`src/core/atc_map.vh`:
```
// register map, field positions and thresholds of the link enhancement control block
`ifndef ATC_MAP_VH
`define ATC_MAP_VH
`define ATC_LEC_OFFSET 8'hf4
`define ATC_LEC_RESET 32'h00001000
`define ATC_BIT_PIPE_DIS 15
`define ATC_THR_HI 13
`define ATC_THR_LO 12
`define ATC_THR_SF 2'h0
`define ATC_THR_1K7 2'h1
`define ATC_THR_1K 2'h2
`define ATC_THR_512 2'h3
`define ATC_BYTES_SF 12'h800
`define ATC_BYTES_1K7 12'h6c0
`define ATC_BYTES_1K 12'h400
`define ATC_BYTES_512 12'h200
`define ATC_LEC_WMASK 32'h0000b000
`endif

```
`src/core/atc_thresh_sel.v`:
```
// threshold code to byte level decoder
`timescale 1ns/1ps
`include "atc_map.vh"
module atc_thresh_sel (
  // code in
  input wire [1:0] code,
  // level out
  output reg [11:0] level
);
  always @* begin
    case (code)
      `ATC_THR_SF: level = `ATC_BYTES_SF;
      `ATC_THR_1K7: level = `ATC_BYTES_1K7;
      `ATC_THR_1K: level = `ATC_BYTES_1K;
      default: level = `ATC_BYTES_512;
    endcase
  end
endmodule // atc_thresh_sel

```
`src/core/atc_tx_threshold.v`:
```
// link enhancement control register and async transmit start decision
// Behaviour
// [RULE1] bits 31 to 16 always read zero
// [RULE2] enhancements act only with phy gate set
// [RULE3] loaded by software write or eeprom
// [RULE4] bit 15 stops out-of-order transmit pipelining
// [RULE5] field 13:12 selects start level
// [RULE6] programmed level used until first underrun
// [RULE7] retries use 2K store-and-forward level
// [RULE8] start at level or whole packet loaded
// [RULE9] filler must refill before fifo drains
// [RULE10] after underrun, wait for complete packet
// [RULE11] 2K level sends only complete packets
// [RULE12] zero retry count forces store-and-forward
// [RULE13] reset value is 0x00001000
// [RULE14] writes to read-only bits are ignored
`timescale 1ns/1ps
`include "atc_map.vh"
module atc_tx_threshold (
  // clock and reset
  input wire ref_clk,
  input wire rst_n,
  // register port
  input wire [7:0] regAddr,
  input wire regWrite,
  input wire regRead,
  input wire [31:0] regWdata,
  output reg [31:0] regRdata_q,
  // eeprom loader
  input wire eepromLoad,
  input wire [31:0] eepromData,
  // host controller state
  input wire phy_enhancement_gate,
  input wire [3:0] async_transmitRetries,
  // fifo state
  input wire [11:0] fifoLevel,
  input wire packetComplete,
  input wire underrun,
  input wire retryPacket,
  input wire packetDone,
  // transmit control
  output wire txStart,
  output wire tx_pipeline_disable,
  output wire storeForward,
  output wire [11:0] startLevel
);
  reg [31:0] lec_q;
  reg [31:0] lec_d;
  reg [31:0] regRdata_d;
  reg underrunSeen_q;
  reg underrunSeen_d;
  reg retrying_q;
  reg retrying_d;
  reg [1:0] fieldCode;
  reg pipeDisableNow;
  reg sfRetry;
  reg sfUnderrun;
  reg sfNoRetries;
  reg sfField;
  reg storeForwardNow;
  reg [11:0] levelNow;
  reg levelReached;
  reg startNow;
  wire [31:0] readView;
  wire [11:0] progLevel;
  wire hit;
  wire [1:0] effCode;
  genvar i;

  function hitAddr;
    input [7:0] a;
    begin
      hitAddr = (a == `ATC_LEC_OFFSET);
    end
  endfunction

  // only the writable positions survive, whoever loads the register
  function [31:0] keepWritable;
    input [31:0] w;
    begin
      keepWritable = w & `ATC_LEC_WMASK;
    end
  endfunction

  // ****************************************
  // register write
  // ****************************************
  assign hit = hitAddr(regAddr);

  // the eeprom loader wins over a host write in the same cycle
  always @* begin
    lec_d = lec_q;
    if (eepromLoad) begin
      lec_d = keepWritable(eepromData); // [RULE3] [RULE14]
    end else if (regWrite && hit) begin
      lec_d = keepWritable(regWdata); // [RULE3] [RULE14]
    end
  end

  always @(posedge ref_clk or negedge rst_n) begin
    if (!rst_n) begin
      lec_q <= `ATC_LEC_RESET; // [RULE13]
    end else begin
      lec_q <= lec_d;
    end
  end

  // ****************************************
  // register read
  // ****************************************
  // upper half is never stored, so it reads zero
  generate
    for (i = 0; i < 32; i = i + 1) begin : gRead
      if (i < 16) begin : gLow
        assign readView[i] = lec_q[i];
      end else begin : gHigh
        assign readView[i] = 1'b0; // [RULE1]
      end
    end
  endgenerate

  always @* begin
    regRdata_d = 32'h00000000;
    if (regRead && hit) begin
      regRdata_d = readView; // [RULE1]
    end
  end

  always @(posedge ref_clk or negedge rst_n) begin
    if (!rst_n) begin
      regRdata_q <= 32'h00000000;
    end else begin
      regRdata_q <= regRdata_d;
    end
  end

  // ****************************************
  // retry and underrun state
  // ****************************************
  // underrun falls back to store-and-forward for good; a retry lasts until the packet finishes
  always @* begin
    underrunSeen_d = underrunSeen_q;
    retrying_d = retrying_q;
    if (underrun) begin
      underrunSeen_d = 1'b1; // [RULE6] [RULE10]
    end
    if (packetDone) begin
      retrying_d = 1'b0;
    end
    // a retry arriving with packetDone must not be lost, so the set wins
    if (retryPacket || underrun) begin
      retrying_d = 1'b1; // [RULE7]
    end
  end

  always @(posedge ref_clk or negedge rst_n) begin
    if (!rst_n) begin
      underrunSeen_q <= 1'b0;
      retrying_q <= 1'b0;
    end else begin
      underrunSeen_q <= underrunSeen_d;
      retrying_q <= retrying_d;
    end
  end

  // ****************************************
  // enhancement gate
  // ****************************************
  // without the phy gate the field acts as its default and pipelining stays on
  always @* begin
    fieldCode = lec_q[`ATC_THR_HI:`ATC_THR_LO];
    pipeDisableNow = 1'b0;
    if (phy_enhancement_gate) begin
      pipeDisableNow = lec_q[`ATC_BIT_PIPE_DIS]; // [RULE2] [RULE4]
    end else begin
      fieldCode = `ATC_THR_1K7; // [RULE2]
    end
  end

  assign effCode = fieldCode; // [RULE5]
  assign tx_pipeline_disable = pipeDisableNow; // [RULE4]

  // ****************************************
  // store-and-forward decision
  // ****************************************
  always @* begin
    sfRetry = retrying_q; // [RULE7]
    sfUnderrun = underrunSeen_q; // [RULE10]
    sfNoRetries = (async_transmitRetries == 4'h0); // [RULE12]
    sfField = (effCode == `ATC_THR_SF); // [RULE11]
    storeForwardNow = sfRetry | sfUnderrun | sfNoRetries | sfField;
  end

  assign storeForward = storeForwardNow;

  // ****************************************
  // start level
  // ****************************************
  atc_thresh_sel uSel (
    .code(effCode),
    .level(progLevel)
  );

  always @* begin
    levelNow = progLevel; // [RULE5]
    if (storeForwardNow) begin
      levelNow = `ATC_BYTES_SF; // [RULE6] [RULE7]
    end
  end

  assign startLevel = levelNow;

  // ****************************************
  // start decision
  // ****************************************
  // the fill side must keep ahead once a cut-through send is under way
  always @* begin
    levelReached = (fifoLevel >= levelNow);
    startNow = packetComplete; // [RULE11]
    if (!storeForwardNow && levelReached) begin
      startNow = 1'b1; // [RULE8] [RULE9]
    end
  end

  assign txStart = startNow;
endmodule // atc_tx_threshold

```
`config.mk`:
```
export PLATFORM = sky130hd
export DESIGN_NAME = atc_tx_threshold
export DESIGN_NICKNAME = d
export VERILOG_FILES = /design/src/core/atc_thresh_sel.v /design/src/core/atc_tx_threshold.v
export VERILOG_INCLUDE_DIRS = /design/src /design/src/core
export SDC_FILE = /design/constraint.sdc
export NUM_CORES = 1
export LEC_CHECK = 0
export BUFFER_PORTS_ARGS = -buffer_cell sky130_fd_sc_hd__buf_4
export CAP_MARGIN = 30
export CORE_AREA = 5 5 69 64
export CTS_CLUSTER_SIZE = 14
export DETAILED_ROUTE_END_ITERATION = 10
export DIE_AREA = 0 0 74 69
export GPL_TIMING_DRIVEN = 0
export PLACE_DENSITY = 0.75
export SETUP_SLACK_MARGIN = 0.05
export SLEW_MARGIN = 20
export SYNTH_ARGS = -nofsm -noshare
export SYNTH_HDL_FRONTEND = slang
export SYNTH_SLANG_ARGS = --single-unit
export TNS_END_PERCENT = 20
```
`constraint.sdc`:
```
create_clock -name ref_clk -period 2.2 [get_ports ref_clk]
set_input_delay 0.11 -clock ref_clk [delete_from_list [all_inputs] [get_ports ref_clk]]
set_output_delay 0.11 -clock ref_clk [all_outputs]
set_load 0.02 [all_outputs]
```
Word-level counts from Yosys, hierarchy flattened. Index checks and enable logic that the tools add are counted.

Magnitude comparators: 1. Eq/ne operators: 3. Multiplexer cells: 10. Bitwise gates (word level): 3. Reductions and logical operators: 9.

Operators with widths (number): $mux 16 (3); $pmux 12 s3 (1); $ge 12x12->1 (1); $mux 12 (1); $eq 8x8->1 const B (1); $logic_not 4->1 (1); $mux 1 (4); $reduce_bool 2->1 (2); $logic_and 1x1->1 (3); $or 1x1->1 (3); $eq 2x1->1 const B (1); $eq 2x2->1 const B (1); $logic_not 2->1 (1); $mux 2 (1); $logic_not 1->1 (1); $logic_or 1x1->1 (1).

Flip-flop bits (word level): 50. Bits of input ports: 98. Logic and storage cells: 30.

Longest topological paths before layout.
Word-level depth: 7. Depth in mapped cells: 12.

Hierarchy. Synthesis repeated with hierarchy kept, for this count alone.

Cell total of the unflattened synthesis: 136. Area, all modules: 1089.8 µm².

By module, submodules not included: atc_tx_threshold (times used 1, cells an instance 121, area each 974.7 µm²); atc_thresh_sel (times used 1, cells an instance 15, area each 115.1 µm²).

Least setup slack after synthesis. No wires, ideal clock.

Path type: reg2out. Start: register lec_q[12]. End: output txStart. Arrival: 2.457 ns. Data required time: 2.090 ns. Path slack: -0.367 ns. Stages on the path, launching flop included: 13. Buffers on the path: 0. Path through: dfstp_2 -> nand2b_1 -> inv_1 -> ha_1 -> nor3_1 -> o41a_1 -> nand2_1 -> inv_1 -> ha_1 -> nor4b_1 -> a221oi_1 -> o21ai_0 -> a21o_1.

Word-level cells in the longest chain between the ends: 7. Elaborated cells on any way between the ends: 11.

RTL lines: from (decl) (line atc_tx_threshold.v:47) `reg [31:0] lec_q;`; from (signal assigned) (line atc_tx_threshold.v:102) `` lec_q <= `ATC_LEC_RESET; ``; from (signal assigned) (line atc_tx_threshold.v:104) `lec_q <= lec_d;`; $mux 2 (*) (line atc_tx_threshold.v:173) `if (phy_enhancement_gate) begin`; $eq 2x2->1, or another cell as far along (line atc_thresh_sel.v:11) `case (code)`; $pmux 12 s3 or $or 1x1->1 (tied branches) (line atc_thresh_sel.v:11, atc_tx_threshold.v:191); $mux 12 (*) (line atc_tx_threshold.v:206) `if (storeForwardNow) begin`; net startLevel[6] (line atc_tx_threshold.v:45) `output wire [11:0] startLevel`; $ge 12x12->1 (*) (line atc_tx_threshold.v:218) `levelReached = (fifoLevel >= levelNow);`; $logic_and 1x1->1 (*) (line atc_tx_threshold.v:220) `if (!storeForwardNow && levelReached) begin`; $mux 1 (*) (line atc_tx_threshold.v:220); to (decl) (line atc_tx_threshold.v:42) `output wire txStart,`.

Mark *: on every way through the listed nets, which the timed path passes. The rest lies on a longest branch.

Worst setup path in the final report.
Start: register lec_q[12]. End: output txStart.

Word-level cells in the longest chain between the ends: 7. Elaborated cells on any way between the ends: 11.

RTL lines (line): $mux 2 (*) (atc_tx_threshold.v:173); $eq 2x2->1, or another cell as far along (atc_thresh_sel.v:11); $pmux 12 s3 or $or 1x1->1 (tied branches) (atc_thresh_sel.v:11, atc_tx_threshold.v:191); $mux 12 (atc_tx_threshold.v:206); $ge 12x12->1 (atc_tx_threshold.v:218); $logic_and 1x1->1 (*) (atc_tx_threshold.v:220); $mux 1 (*) (atc_tx_threshold.v:220).

Mark *: on every way between the ends. The rest lies on a longest branch, timed or not.

==> reports/qor.yml <==
cts_num_sinks: 8
path_clk_slew_ns: 0.04
insertion_delay_ns: 0.22
numCtsBuffers: 3
min_period_ns: 2.67
dp_hpwl_um: 2070
nNetsFinal: 305
synth.distinct_cells: 28
cellLeakagePower_nw: 0.956
endpoint_kind: "output pin"
dr_total_vias: 840
syn_to_final_growth_pct: 89.6
final_util: 0.450
drtPass1Iterations: 2
diodes: 0
io_pins: 145
rows: 21
max_cap_violations: 0
setup_viol: 1
fmax_mhz: 375
regArea_um2: 201
finalHoldViolations: 0
synth_warnings: 0
clock_skew_ns: 0.000252
period_share: 1.21
total_power_uw: 569
cp.required_ns: 2.09
cts_tree: "done"
place_ws_ns: -0.421
final_common_cell: "buf_4"
cts.htree.levels: 1
grt_pass1_vias: 885
grt-ovfl-total: 0
grt_pass1_wl_um: 3550
globalplace.congestion: 0.717
synth_top_area_share: 0.320
die_y_um: 69
hold_class: "input port to register"
status: "complete, but fails checks"
synth_seq_cells: 8
critPathKind: "register to output pin"
core_mm2: 0.00365
syn_inst: 103
synth.avg_cell_area_um2: 8.42
fin_hold_ws_ns: 0.0759
viasPerCell: 3.44
irDropWorstVdd_v: 0.000193
pwr_density_cell_mw_per_mm2: 346
clock-root-buffer: "clkbuf_8"
crit_arrival_ns: 2.56
wl_per_cell_um: 9.50
cp-start-kind: "register"
tns_ns: -0.466
grt_start_max_net_pins: 9
violations: "negative setup slack"
start_util: 0.237
drc: 0
maxSlewViolCount: 0
track_usage: 0.0865
postRouteAntennaNets: 0
drt_iter0_drc: 8
final_cell_mix: "buf_4 (91), conb_1 (36), inv_1 (8)"
setup_ws_ns: -0.466
rsz0062_at_grt: "yes"
antenna_found_initial: 0
dieArea_mm2: 0.00511
port_buffers: 50
die-width_um: 74
drive_gt1_frac: 0.571
cts.path.max_buffers: 2
worstPathMaxFanout: 4
multiInputGateArea_um2: 591
synth_area_um2: 867
drt_wl_total_um: 2320
synth_area_leaders: "buf_4 (32%), dfrtp_1 (20%), ha_1 (12%)"
synth_area_leader_cell: "buf_4"
fill_cells: 362
synth.yosys.seq_area_share: 0.232
[final cells by class]
type	count	area share
multi-input cells	82	0.359
repair buffers	56	0.260
plain buffers	38	0.172
flip-flops and latches	8	0.123
well taps	46	0.0350
clock buffers	4	0.0274
inverters	10	0.0244
[where the power goes]
group / internal (mW) / total (mW) / switching, mW
Combinational: 0.123 / 0.231 / 0.108
Sequential: 0.155 / 0.159 / 0.00388
Clock: 0.125 / 0.179 / 0.0538
Total: 0.403 / 0.569 / 0.166
[worst paths after layout]
| check | from | end | slack, ns | cells past startpoint |
|---|---|---|---|---|
| setup / recovery | lec_q[12]$_DFFE_PN1P_ | txStart | -0.47 | 13 |
| hold / removal | eepromLoad | lec_q[12]$_DFFE_PN1P_ | 0.08 | 2 |
| setup reg to reg | lec_q[12]$_DFFE_PN1P_ | lec_q[12]$_DFFE_PN1P_ | 1.32 | 3 |
| hold reg to reg | sfUnderrun$_DFFE_PN0P_ | sfUnderrun$_DFFE_PN0P_ | 0.49 | 1 |
| max in group asynchronous | rst_n | lec_q[12]$_DFFE_PN1P_ | 1.75 | 2 |
| min in group asynchronous | rst_n | regRdata_q[12]$_DFF_PN0_ | 0.25 | 2 |
[through the flow]
stage                     instances  area, um^2
after floorplan                 138        1040
after global placement          234        1470
after global routing            244        1640
after CTS                       243        1580
final                           244        1640
after detailed placement        234        1470
[cells by family (layout without fill, tap and decap cells)]
logic type                 count (synthesis)  in the layout  synth area share
adders and majority gates                  8              8             0.115
muxes                                      3              3            0.0346
AOI/OAI and AO/OA                         11             11            0.0851
buffers and inverters                     48            108             0.369
other                                      1             36           0.00432
and+or+nand+nor                           24             24             0.159
DFF                                        8              8             0.232
[worst max-delay path: stages, from the launching register on]
cell and delay, ns:
dfstp_2 0.52, nand2b_4 0.13, inv_4 0.04, ha_4 0.14
nor3_2 0.09, o41a_1 0.26, nand2_2 0.11, inv_2 0.10
ha_4 0.20, nor4b_4 0.12, a221oi_2 0.24, o21ai_1 0.08
a21o_1 0.17, buf_6 0.13
[flip-flops by register name, indices dropped and copies added (netlist names)]
register and flops:
lec_q 3, regRdata_q 3, retrying_q 1, sfUnderrun 1
[layer usage]
layer / up-vias / wire (um) / track usage
li1: 458 / - / -
met1: 342 / 782 / 0.0814
met2: 36 / 1330 / 0.177
met3: 4 / 172 / 0.0131
met4: 0 / 29 / 0.0302
met5: - / 0 / 0
[Yosys cell counts]
cell / n
buf_2: 1
and3_1: 3
nor3_1: 1
buf_4: 37
inv_1: 10
o21a_1: 1
nand2b_1: 3
dfrtp_1: 7
a21oi_1: 1
nor4_1: 1
nor4b_1: 2
or4b_1: 1
ha_1: 8
nand4b_1: 1
conb_1: 1
and2_1: 1
dfstp_2: 1
o21ai_1: 3
nand4_1: 1
nand2_1: 6
nor2_1: 3
mux2i_1: 3
a221oi_1: 1
o21ai_0: 2
o41a_1: 1
a211o_1: 1
a21o_1: 1
or2_2: 1
[what timing repair did]
action,4_1_cts,5_1_grt
hold buffers,1,0
pin swaps,6,4
gates resized for setup,4,8
endpoints found under the setup margin,1,1
setup buffers,4,1
hold endpoints to repair,8,0
Power figures use the tool's default switching activity.
